**src/logic/lcdhp_consts.vh**
```
// Constants for the LCD host port and bias instruction block.
// Assumes inclusion by lcdhp_top.v only; definitions only.
`ifndef LCDHP_CONSTS_VH
`define LCDHP_CONSTS_VH

// Instruction opcodes, upper bits of an instruction byte
`define LCDHP_TEMP_OPC 6'h04
`define LCDHP_MULT_OPC 6'h10
`define LCDHP_FSET_OPC 3'h1
`define LCDHP_ICON_OPC 5'h01

// Field positions
`define LCDHP_VF_MSB 7
`define LCDHP_VF_SEL 6
`define LCDHP_FSET_DL 4
`define LCDHP_FSET_EXT 0
`define LCDHP_ICON_IM 2
`define LCDHP_I2C_CTL_RS 6

// Serial slave address, upper six bits; bit 1 comes from the strap
`define LCDHP_SLAVE_ADDR_HI 6'h1d

// Reset values, and the forbidden multiplier stage code
`define LCDHP_TC_RST 2'h0
`define LCDHP_STAGE_RST 2'h0
`define LCDHP_STAGE_FORBID 2'h3
`define LCDHP_VF_RST 6'h00
`define LCDHP_BUS8_RST 1'h1

// Queue between the host ports and the decoder
`define LCDHP_FIFO_W 10
`define LCDHP_FIFO_D 16
`define LCDHP_FIFO_AW 4

`endif

```
**src/logic/lcdhp_top.v**
```verilog
// Host ports (parallel 4/8-bit and two-wire serial slave), byte queue and
// extended-set decoder for temperature, multiplier and voltage factors.
// Assumes clk at 100 MHz; pins are asynchronous and synchronised here;
// display_on, power_down and std_ready come from logic on clk.
`timescale 1ns/10ps
`include "lcdhp_consts.vh"

module lcdhp_fifo #(
    parameter W = 10,
    parameter D = 16,
    parameter AW = 4
) (
    input wire clk,
    input wire sys_rst,
    input wire in_valid,
    output wire in_ready,
    input wire [W-1:0] in_data,
    output wire out_valid,
    input wire out_ready,
    output wire [W-1:0] out_data
);
    reg [W-1:0] mem [0:D-1];
    reg [AW-1:0] wr_ptr_r;
    reg [AW-1:0] rd_ptr_r;
    reg [AW:0] count_r;
    wire push;
    wire pop;

    assign in_ready = (count_r != D[AW:0]);
    assign out_valid = (count_r != {(AW+1){1'b0}});
    assign out_data = mem[rd_ptr_r];
    assign push = in_valid & in_ready;
    assign pop = out_valid & out_ready;

    always @(posedge clk)
    begin
        if (push)
        begin
            mem[wr_ptr_r] <= in_data;
        end
    end

    always @(posedge clk)
    begin
        if (sys_rst)
        begin
            wr_ptr_r <= {AW{1'b0}};
            rd_ptr_r <= {AW{1'b0}};
            count_r <= {(AW+1){1'b0}};
        end
        else
        begin
            if (push)
            begin
                wr_ptr_r <= (wr_ptr_r == D[AW-1:0] - 1'b1) ? {AW{1'b0}} : wr_ptr_r + 1'b1;
            end
            if (pop)
            begin
                rd_ptr_r <= (rd_ptr_r == D[AW-1:0] - 1'b1) ? {AW{1'b0}} : rd_ptr_r + 1'b1;
            end
            count_r <= count_r + {{AW{1'b0}}, push} - {{AW{1'b0}}, pop};
        end
    end
endmodule

module lcdhp_top (
    input wire clk,
    input wire sys_rst,
    input wire parallel_strobe,
    input wire instr_data_select,
    input wire par_read_write,
    input wire [7:0] parallel_data_bus_in,
    output reg [7:0] parallel_data_bus_out,
    output reg parallel_data_bus_oe,
    input wire scl_in,
    input wire sda_in,
    output reg sda_out,
    output reg sda_oe,
    input wire addr_low_strap,
    input wire display_on,
    input wire power_down,
    input wire std_ready,
    output reg std_instr_valid,
    output reg [7:0] std_instr_byte,
    output reg std_instr_rs,
    output reg std_instr_rw,
    output reg [1:0] temp_coeff_sel,
    output reg [1:0] multiplier_stage_sel,
    output reg [5:0] char_mode_voltage_factor,
    output reg [5:0] icon_mode_voltage_factor,
    output reg icon_only_select,
    output reg extended_set_select,
    output reg bus_8bit,
    output reg [5:0] lcd_drive_voltage_out,
    output reg vgen_enable,
    output reg busy_flag
);
    localparam S_IDLE = 5'h01;
    localparam S_RX = 5'h02;
    localparam S_ACK = 5'h04;
    localparam S_TX = 5'h08;
    localparam S_TACK = 5'h10;

    // Two-flop synchronisers for every pin
    reg e_m_r, e_s_r, e_d_r;
    reg rs_m_r, rs_s_r, rw_m_r, rw_s_r;
    reg [7:0] db_m_r, db_s_r, db_hold_r;
    reg scl_m_r, scl_s_r, scl_d_r;
    reg sda_m_r, sda_s_r, sda_d_r;
    reg strap_m_r, strap_s_r;

    // Parallel port
    reg nib_first_r;
    reg [3:0] nib_upper_r;
    reg par_push_r;
    reg [9:0] par_word_r;

    // Serial slave
    reg [4:0] i2c_st_r;
    reg [3:0] bit_cnt_r;
    reg [7:0] shift_r;
    reg is_addr_r, rd_mode_r, ctl_done_r, i2c_rs_r, nack_r;
    reg i2c_push_r;
    reg [9:0] i2c_word_r;

    wire e_fall = e_d_r & ~e_s_r;
    wire scl_rise = scl_s_r & ~scl_d_r;
    wire scl_fall = scl_d_r & ~scl_s_r;
    wire start_cond = scl_s_r & scl_d_r & sda_d_r & ~sda_s_r;
    wire stop_cond = scl_s_r & scl_d_r & ~sda_d_r & sda_s_r;
    wire addr_hit = (shift_r[7:2] == `LCDHP_SLAVE_ADDR_HI) & (shift_r[1] == strap_s_r);

    wire fifo_in_ready;
    wire fifo_out_valid;
    wire [9:0] fifo_out_data;
    wire fifo_pop = fifo_out_valid & std_ready;
    wire [7:0] status_byte = {~fifo_in_ready, 7'h00};

    // Parallel port wins when both ports finish a byte in the same cycle
    wire fifo_push = par_push_r | i2c_push_r;
    wire [9:0] fifo_word = par_push_r ? par_word_r : i2c_word_r;

    always @(posedge clk)
    begin
        e_m_r <= parallel_strobe;
        e_s_r <= e_m_r;
        e_d_r <= e_s_r;
        rs_m_r <= instr_data_select;
        rs_s_r <= rs_m_r;
        rw_m_r <= par_read_write;
        rw_s_r <= rw_m_r;
        db_m_r <= parallel_data_bus_in;
        db_s_r <= db_m_r;
        scl_m_r <= scl_in;
        scl_s_r <= scl_m_r;
        scl_d_r <= scl_s_r;
        sda_m_r <= sda_in;
        sda_s_r <= sda_m_r;
        sda_d_r <= sda_s_r;
        strap_m_r <= addr_low_strap;
        strap_s_r <= strap_m_r;
        if (e_s_r)
        begin
            db_hold_r <= db_s_r;
        end
    end

    // Parallel port: byte taken on the falling strobe edge
    always @(posedge clk)
    begin
        if (sys_rst)
        begin
            nib_first_r <= 1'b1;
            nib_upper_r <= 4'h0;
            par_push_r <= 1'b0;
            par_word_r <= 10'h000;
            parallel_data_bus_out <= 8'h00;
            parallel_data_bus_oe <= 1'b0;
        end
        else
        begin
            par_push_r <= 1'b0;
            if (e_fall & ~rw_s_r)
            begin
                if (bus_8bit)
                begin
                    par_push_r <= 1'b1;
                    par_word_r <= {rs_s_r, 1'b0, db_hold_r};
                end
                else if (nib_first_r)
                begin
                    nib_upper_r <= db_hold_r[7:4];
                    nib_first_r <= 1'b0;
                end
                else
                begin
                    par_push_r <= 1'b1;
                    par_word_r <= {rs_s_r, 1'b0, nib_upper_r, db_hold_r[7:4]};
                    nib_first_r <= 1'b1;
                end
            end
            else if (e_fall & rw_s_r & ~bus_8bit)
            begin
                nib_first_r <= ~nib_first_r;
            end
            // Read returns the status byte; lines 3..0 are unused in 4-bit width
            parallel_data_bus_oe <= e_s_r & rw_s_r;
            if (bus_8bit)
            begin
                parallel_data_bus_out <= status_byte;
            end
            else
            begin
                parallel_data_bus_out <= nib_first_r ? {status_byte[7:4], 4'h0} :
                    {status_byte[3:0], 4'h0};
            end
        end
    end

    // Serial slave; only SDA is ever driven, never SCL
    always @(posedge clk)
    begin
        if (sys_rst)
        begin
            i2c_st_r <= S_IDLE;
            bit_cnt_r <= 4'h0;
            shift_r <= 8'h00;
            is_addr_r <= 1'b0;
            rd_mode_r <= 1'b0;
            ctl_done_r <= 1'b0;
            i2c_rs_r <= 1'b0;
            nack_r <= 1'b0;
            i2c_push_r <= 1'b0;
            i2c_word_r <= 10'h000;
            sda_out <= 1'b0;
            sda_oe <= 1'b0;
        end
        else
        begin
            i2c_push_r <= 1'b0;
            sda_out <= 1'b0;
            if (start_cond)
            begin
                i2c_st_r <= S_RX;
                bit_cnt_r <= 4'h0;
                is_addr_r <= 1'b1;
                ctl_done_r <= 1'b0;
                sda_oe <= 1'b0;
            end
            else if (stop_cond)
            begin
                i2c_st_r <= S_IDLE;
                sda_oe <= 1'b0;
            end
            else
            begin
                case (i2c_st_r)
                    S_IDLE:
                    begin
                        sda_oe <= 1'b0;
                    end
                    S_RX:
                    begin
                        if (scl_rise)
                        begin
                            shift_r <= {shift_r[6:0], sda_s_r};
                            bit_cnt_r <= bit_cnt_r + 4'h1;
                        end
                        else if (scl_fall & (bit_cnt_r == 4'h8))
                        begin
                            if (is_addr_r)
                            begin
                                if (addr_hit)
                                begin
                                    rd_mode_r <= shift_r[0];
                                    sda_oe <= 1'b1;
                                    i2c_st_r <= S_ACK;
                                end
                                else
                                begin
                                    i2c_st_r <= S_IDLE;
                                end
                            end
                            else
                            begin
                                if (ctl_done_r)
                                begin
                                    i2c_push_r <= 1'b1;
                                    i2c_word_r <= {i2c_rs_r, 1'b0, shift_r};
                                end
                                else
                                begin
                                    i2c_rs_r <= shift_r[`LCDHP_I2C_CTL_RS];
                                    ctl_done_r <= 1'b1;
                                end
                                sda_oe <= 1'b1;
                                i2c_st_r <= S_ACK;
                            end
                        end
                    end
                    S_ACK:
                    begin
                        if (scl_fall)
                        begin
                            bit_cnt_r <= 4'h0;
                            is_addr_r <= 1'b0;
                            if (rd_mode_r)
                            begin
                                shift_r <= status_byte;
                                sda_oe <= ~status_byte[7];
                                i2c_st_r <= S_TX;
                            end
                            else
                            begin
                                sda_oe <= 1'b0;
                                i2c_st_r <= S_RX;
                            end
                        end
                    end
                    S_TX:
                    begin
                        if (scl_fall)
                        begin
                            if (bit_cnt_r == 4'h7)
                            begin
                                sda_oe <= 1'b0;
                                i2c_st_r <= S_TACK;
                            end
                            else
                            begin
                                shift_r <= {shift_r[6:0], 1'b0};
                                sda_oe <= ~shift_r[6];
                                bit_cnt_r <= bit_cnt_r + 4'h1;
                            end
                        end
                    end
                    S_TACK:
                    begin
                        if (scl_rise)
                        begin
                            nack_r <= sda_s_r;
                        end
                        else if (scl_fall)
                        begin
                            if (nack_r)
                            begin
                                sda_oe <= 1'b0;
                                i2c_st_r <= S_IDLE;
                            end
                            else
                            begin
                                shift_r <= status_byte;
                                sda_oe <= ~status_byte[7];
                                bit_cnt_r <= 4'h0;
                                i2c_st_r <= S_TX;
                            end
                        end
                    end
                    default:
                    begin
                        i2c_st_r <= S_IDLE;
                        sda_oe <= 1'b0;
                    end
                endcase
            end
        end
    end

    lcdhp_fifo #(
        .W(`LCDHP_FIFO_W),
        .D(`LCDHP_FIFO_D),
        .AW(`LCDHP_FIFO_AW)
    ) u_fifo (
        .clk(clk),
        .sys_rst(sys_rst),
        .in_valid(fifo_push),
        .in_ready(fifo_in_ready),
        .in_data(fifo_word),
        .out_valid(fifo_out_valid),
        .out_ready(std_ready),
        .out_data(fifo_out_data)
    );

    // Shared decoder
    wire [7:0] dbyte = fifo_out_data[7:0];
    wire dwrite_instr = ~fifo_out_data[9] & ~fifo_out_data[8];
    wire is_temp = extended_set_select & (dbyte[7:2] == `LCDHP_TEMP_OPC);
    wire is_mult = extended_set_select & (dbyte[7:2] == `LCDHP_MULT_OPC);
    wire is_vf = extended_set_select & dbyte[`LCDHP_VF_MSB];
    wire is_fset = dbyte[7:5] == `LCDHP_FSET_OPC;
    wire is_icon = ~extended_set_select & (dbyte[7:3] == `LCDHP_ICON_OPC);
    wire is_ext = dwrite_instr & (is_temp | is_mult | is_vf);
    wire [5:0] sel_factor = icon_only_select ? icon_mode_voltage_factor :
        char_mode_voltage_factor;

    always @(posedge clk)
    begin
        if (sys_rst)
        begin
            std_instr_valid <= 1'b0;
            std_instr_byte <= 8'h00;
            std_instr_rs <= 1'b0;
            std_instr_rw <= 1'b0;
            temp_coeff_sel <= `LCDHP_TC_RST;
            multiplier_stage_sel <= `LCDHP_STAGE_RST;
            char_mode_voltage_factor <= `LCDHP_VF_RST;
            icon_mode_voltage_factor <= `LCDHP_VF_RST;
            icon_only_select <= 1'b0;
            extended_set_select <= 1'b0;
            bus_8bit <= `LCDHP_BUS8_RST;
            lcd_drive_voltage_out <= `LCDHP_VF_RST;
            vgen_enable <= 1'b0;
            busy_flag <= 1'b0;
        end
        else
        begin
            std_instr_valid <= 1'b0;
            busy_flag <= ~fifo_in_ready;
            if (fifo_pop)
            begin
                if (is_ext)
                begin
                    if (is_temp)
                    begin
                        temp_coeff_sel <= dbyte[1:0];
                    end
                    else if (is_mult)
                    begin
                        if (dbyte[1:0] != `LCDHP_STAGE_FORBID)
                        begin
                            multiplier_stage_sel <= dbyte[1:0];
                        end
                    end
                    else if (dbyte[`LCDHP_VF_SEL])
                    begin
                        icon_mode_voltage_factor <= dbyte[5:0];
                    end
                    else
                    begin
                        char_mode_voltage_factor <= dbyte[5:0];
                    end
                end
                else
                begin
                    std_instr_valid <= 1'b1;
                    std_instr_byte <= dbyte;
                    std_instr_rs <= fifo_out_data[9];
                    std_instr_rw <= fifo_out_data[8];
                    if (dwrite_instr & is_fset)
                    begin
                        extended_set_select <= dbyte[`LCDHP_FSET_EXT];
                        bus_8bit <= dbyte[`LCDHP_FSET_DL];
                    end
                    if (dwrite_instr & is_icon)
                    begin
                        icon_only_select <= dbyte[`LCDHP_ICON_IM];
                    end
                end
            end
            lcd_drive_voltage_out <= sel_factor;
            vgen_enable <= display_on & ~power_down & (sel_factor != 6'h00);
        end
    end
endmodule

```
**config.mk**
```make
export PLATFORM = sky130hd
export DESIGN_NAME = lcdhp_top
export DESIGN_NICKNAME = d
export VERILOG_FILES = /design/src/logic/lcdhp_top.v
export VERILOG_INCLUDE_DIRS = /design/src /design/src/logic
export SDC_FILE = /design/constraint.sdc
export NUM_CORES = 1
export LEC_CHECK = 0
export BUFFER_PORTS_ARGS = -buffer_cell sky130_fd_sc_hd__buf_2
export CAP_MARGIN = 0
export CORE_ASPECT_RATIO = 1.25
export CORE_MARGIN = 5
export CORE_UTILIZATION = 35
export DETAILED_ROUTE_END_ITERATION = 7
export REMOVE_ABC_BUFFERS = 1
export SYNTH_ARGS = -nofsm -noshare
export SYNTH_HDL_FRONTEND = slang
export SYNTH_SLANG_ARGS = --single-unit
```
**constraint.sdc**
```tcl
create_clock -name clk -period 3.4 [get_ports clk]
set_input_delay 0.17 -clock clk [delete_from_list [all_inputs] [get_ports clk]]
set_output_delay 0.17 -clock clk [all_outputs]
set_load 0.01 [all_outputs]
```
---- Yosys cells after proc, flatten, opt, wreduce, memory -nomap -nowiden ----
Memory sizes are Yosys's and may differ from the RTL's. A register that Yosys moved wholly into a read port is not among the register bits.
Cells that the tools add are included.
word-level totals
  register bits ........................... 148
  memory bits (writable) .................. 160
  logic and storage cells ................. 256
  memories ................................ 1
operators by class
  add/subtract/negate cells ............... 5
  equal/unequal tests ..................... 40
  mux-type cells .......................... 66
  bitwise operators ....................... 57
  reduce and logical (&&, ||, !) cells .... 33
memories
  name        depth  bits a word  read ports  clocked after Yosys merged registers in  write ports  line            text
  u_fifo.mem  16     10           1           1                                        1            lcdhp_top.v:22  reg [W-1:0] mem [0:D-1];
operators with widths
  kind                                           number
  two-way mux 8 bit                              10
  two-way mux 4 bit                              13
  two-way mux 5 bit                              8
  case mux 8 bit (4 select lines)                1
  two-way mux 10 bit                             3
  inequality test 2 bit, second input constant   15
  inequality test 4 bit, second input constant   7
  inverter 1 bit                                 28
  AND reduction 7 bit                            4
  bitwise AND 1 bit                              26
  case mux 5 bit (5 select lines)                1
  two-way mux 1 bit                              24
  AND reduction 5 bit                            4
  case mux 4 bit (4 select lines)                1
  AND reduction 8 bit                            2
  AND reduction 3 bit                            5
  adder 4 x 1 -> 4 bit, second input constant    3
  == test 4 bit, second input constant           3
  == test 6 x 5 -> 1 bit, second input constant  2
  AND reduction 11 bit                           1
  == test 5 x 1 -> 1 bit, second input constant  2
  AND reduction 9 bit                            1
  OR reduction 2 bit                             4
  OR reduction 7 bit                             1
  24 further kinds                               32

---- Longest topological paths before layout ----
  word-level depth ........................ 9
  gate-level depth with buffers ........... 13

---- Hierarchy ----
A second synthesis with hierarchy kept.
unflattened totals
  cells, all modules ...................... 824
  area, all modules ....................... 11888.9 um^2
by module, submodules not included
  module      instances  cells an instance  area an instance (um^2)
  lcdhp_fifo  1          353                6988.0
  lcdhp_top   1          471                4901.0

---- Worst setup path before layout ----
OpenSTA, ideal clock, no wires.
  path kind ............................... register to register
  start point ............................. register u_fifo.count_r[3]
  end point ............................... register u_fifo.count_r[4]
  setup time .............................. 70 ps
  arrival time ............................ 3182 ps
  setup slack ............................. 148 ps
  stages on the path, launching flop included .. 14
  buffers on the path ..................... 0
  clock period less this slack ............ 3252 ps
  cell sequence ........................... dfxtp_1 -> inv_1 -> ha_1 -> or3b_2 -> o21ai_0 -> clkinv_1 -> ha_1 -> inv_1 -> ha_1 -> fa_1 -> a21oi_1 -> nor2_1 -> or3_1 -> a21oi_1
on the way
  cells in the longest elaborated chain, start to end .. 4
ends and longest elaborated chain
  item                         line            text
  from (decl)                  lcdhp_top.v:25  reg [AW:0] count_r;
  from (signal assigned)       lcdhp_top.v:49  count_r <= {(AW+1){1'b0}};
  from (signal assigned)       lcdhp_top.v:61  count_r <= count_r + {{AW{1'b0}}, push} - {{AW{1'b0}}, pop};
  inequality test 5 bit        lcdhp_top.v:29  assign in_ready = (count_r != D[AW:0]);
  bitwise AND 1 bit            lcdhp_top.v:32  assign push = in_valid & in_ready;
  adder 5 x 1 -> 5 bit         lcdhp_top.v:61
  subtractor 5 x 1 -> 5 bit *  lcdhp_top.v:61
Every way passes the cells marked *; elsewhere a longest branch is shown, timed or not.
A chain may end at the register's enable or synchronous reset.

==> results.cfg <==
[outcome]
status = finished, final reports clean

[synthesis]
synth_top_family_by_area = multiplexers
ys_seq_area_share_pct = 64.6
synth_top_area_share_pct = 40.6
yosysWarnings = 0
ys.flop_type = edfxtp_1
async_reset_ff_share_pct = 0
synth-adder-area-share_pct = 1.62
synth_xor_area_share_pct = 0.700
syn_inst = 818
ys_seq_elements = 287
yosys.area_share.simple_pct = 10.1
synthMuxAreaShare_pct = 14.2
syn_area_um2 = 11300
ys_types = 69
synth_compound_area_share_pct = 5.97
synth_edf_count = 152
syn_avg_cell_area_um2 = 13.8
synth_area_leaders = edfxtp_1, dfxtp_1, mux2i_1
synth_top_area_cell = edfxtp_1

[global_routing]
antenna_found_initial = 0
grt-ovfl-total = 0
grt_pass1_vias = 6658
grt_start_max_net_pins = 64
grt_pass1_wl_um = 37100
track_usage_pct = 12.9

[worst_setup_path]
critPathMaxStageDelay_ps = 550
arrival_ps = 3570
slowest_stage = mux4_2
critical_path_required_ps = 3860
cpMostUsedCell = buf_4
path_max_fanout = 21
critPathCaptureType = register
cp_cell_sequence = buf_4, mux4_2, a22oi_1, nand3_1, a211o_1, o31ai_4, buf_4, mux2i_1
criticalPathCategory = reg2reg
cp-start-kind = register

[power]
ir_drop_uv = 396
power_uw = 8220
power_density_nw_per_um2 = 615
leakage_uw = 0.00491

[layout]
drive_above_1_share_pct = 21.2
final_cell_mix = edfxtp_1, dfxtp_1, nor2_1
final.fill_count = 2976
fin_cells = 1368
final_common_cell = edfxtp_1
diodes = 0
areaGrowthSynthToFinish_pct = 18.8
nets = 965
postLayoutCoreUtil_pct = 42.1

[routing]
routed_wl_um = 23300
routedWlPerCell_um = 17.0
vias = 6706
drc_errors = 0
ant_nets = 0
vias_per_cell = 4.90
initialDrtViolationCount = 382
drt_pass1_iterations = 4

[die]
rows = 73
die_area_um2 = 35900
die_w_um = 170
coreArea_um2 = 31800
boundaryPins = 68
initial_core_util_pct = 35.4
die-height_um = 211

[sta]
hold_ws_ps = 93.7
max_freq_mhz = 322
rsz0062_at_grt = false
finalHoldViolations = 0
tns_ps = 0
fin_crit_ps = 3110
finClkSkew_ps = 13.0
maxSlewViolCount = 0
relSlewSlack_pct = 52.1
setup_viol = 0
tightest_slew_ps = 719
timing.final.crit_share_pct = 91.4

[cts]
htree_levels = 1
worstSkewPairLatency_ps = 540
cts_tree = built
cts.sinks = 287
cts_inserted_buffers = 30
root_buffer = clkbuf_16
clkTransAtPathRegs_ps = 60
cts_buffer_depth = 3

[place]
dp_cells = 1296
gp_congestion = 0.799
hpwl_um = 15800
io_buffers = 58

[min_path]
hp-class = in2reg

[job]
max_cap_violations = 0
-- registers in the layout (all words and copies together) (netlist names), 5 cells and up, named ones only --
register                  flops
icon_mode_voltage_factor      6
std_instr_byte                8
par_word_r                    9
char_mode_voltage_factor      6
db_s_r                        8
shift_r                       8
u_fifo.mem                  144
lcd_drive_voltage_out         6
i2c_st_r                      5
u_fifo.count_r                5
db_hold_r                     8
i2c_word_r                    9
db_m_r                        8
-- layer usage --
| metal | global-route usage, % | wire length, µm | part of all wire, % | vias to the layer above |
|---|---|---|---|---|
| met4 | 3.55 | 568 | 2.4 | 0 |
| li1 | - | - | - | 3254 |
| met2 | 22.5 | 11600 | 50 | 159 |
| met5 | 0 | 0 | 0 | - |
| met3 | 2.40 | 1130 | 4.8 | 39 |
| met1 | 16.4 | 9980 | 43 | 3254 |
-- kinds of logic (layout without fill, tap and decap cells) --
logic type               count (synthesis)  after routing
XOR/XNOR                                 9              9
AND/OR/NAND/NOR                        232            232
buffers and inverters                   62            192
flip-flops                             287            287
other                                    1              9
multiplexers                           115            115
adder cells (fa/ha/maj)                 14             14
AO/OA/AOI/OAI                           98             98
-- final timing paths --
path	end	cells past startpoint	slack (ps)	start
setup / recovery	std_instr_byte[5]	8	290	register
hold / removal	char_mode_voltage_factor[4]	3	90	sys_rst
setup reg to reg	std_instr_byte[5]	8	290	register
hold reg to reg	db_s_r[2]	0	320	db_m_r[2]
-- cell usage after synthesis, types with 4 or more instances --
library cell	n
mux4_1	11
a221oi_1	5
nand2b_1	8
buf_4	10
xor2_1	5
buf_2	4
nand2_1	50
mux4_2	20
dfxtp_1	135
nor2_1	82
o21ai_0	13
buf_1	5
ha_1	13
or3_1	4
edfxtp_1	152
or3b_2	8
nor3_1	14
a211oi_1	11
xnor2_1	4
nor2b_1	13
a21oi_1	36
inv_1	16
clkbuf_1	22
nor4_1	6
nand3_1	20
mux2i_1	68
mux2_2	13
-- area by class of cell --
class / instances / area [µm²] / area share [%]
multi-input cells: 477 / 3700 / 27.7
clock buffers: 43 / 872 / 6.52
repair buffers: 119 / 813 / 6.08
inverters: 17 / 63.8 / 0.477
well taps: 412 / 515 / 3.85
flip-flops and latches: 287 / 7270 / 54.3
clock inverters: 13 / 138 / 1.03
-- through the flow --
stage / area [µm²] / setup WS, ps
floorplan: 11000 / -698
global placement: 12200 / 363
detailed placement: 12200 / 294
CTS: 13400 / 271
global route: 13400 / 17.1
finish: 13400 / 291
-- worst max-delay path, delay by kind of cell (launching register included) --
family	cells	cell delay, ps
multiplexers	2	740
flip-flops	1	450
AO/OA/AOI/OAI	3	1070
buffers and inverters	2	600
AND/OR/NAND/NOR	1	160
-- power breakdown --
group / internal (µW) / switching [µW]
logic: 553 / 607
registers: 3740 / 82.7
clock network: 1940 / 1300
total: 6230 / 1990
-- repair_timing --
| item | CTS | global route |
|---|---|---|
| endpoints found under the hold margin | 15 | 0 |
| hold buffers | 16 | 0 |
| resized for setup | 0 | 0 |
| buffers inserted | 0 | 0 |
| endpoints found under the setup margin | 0 | 0 |
Note: power is estimated with default switching activity, not from simulation.
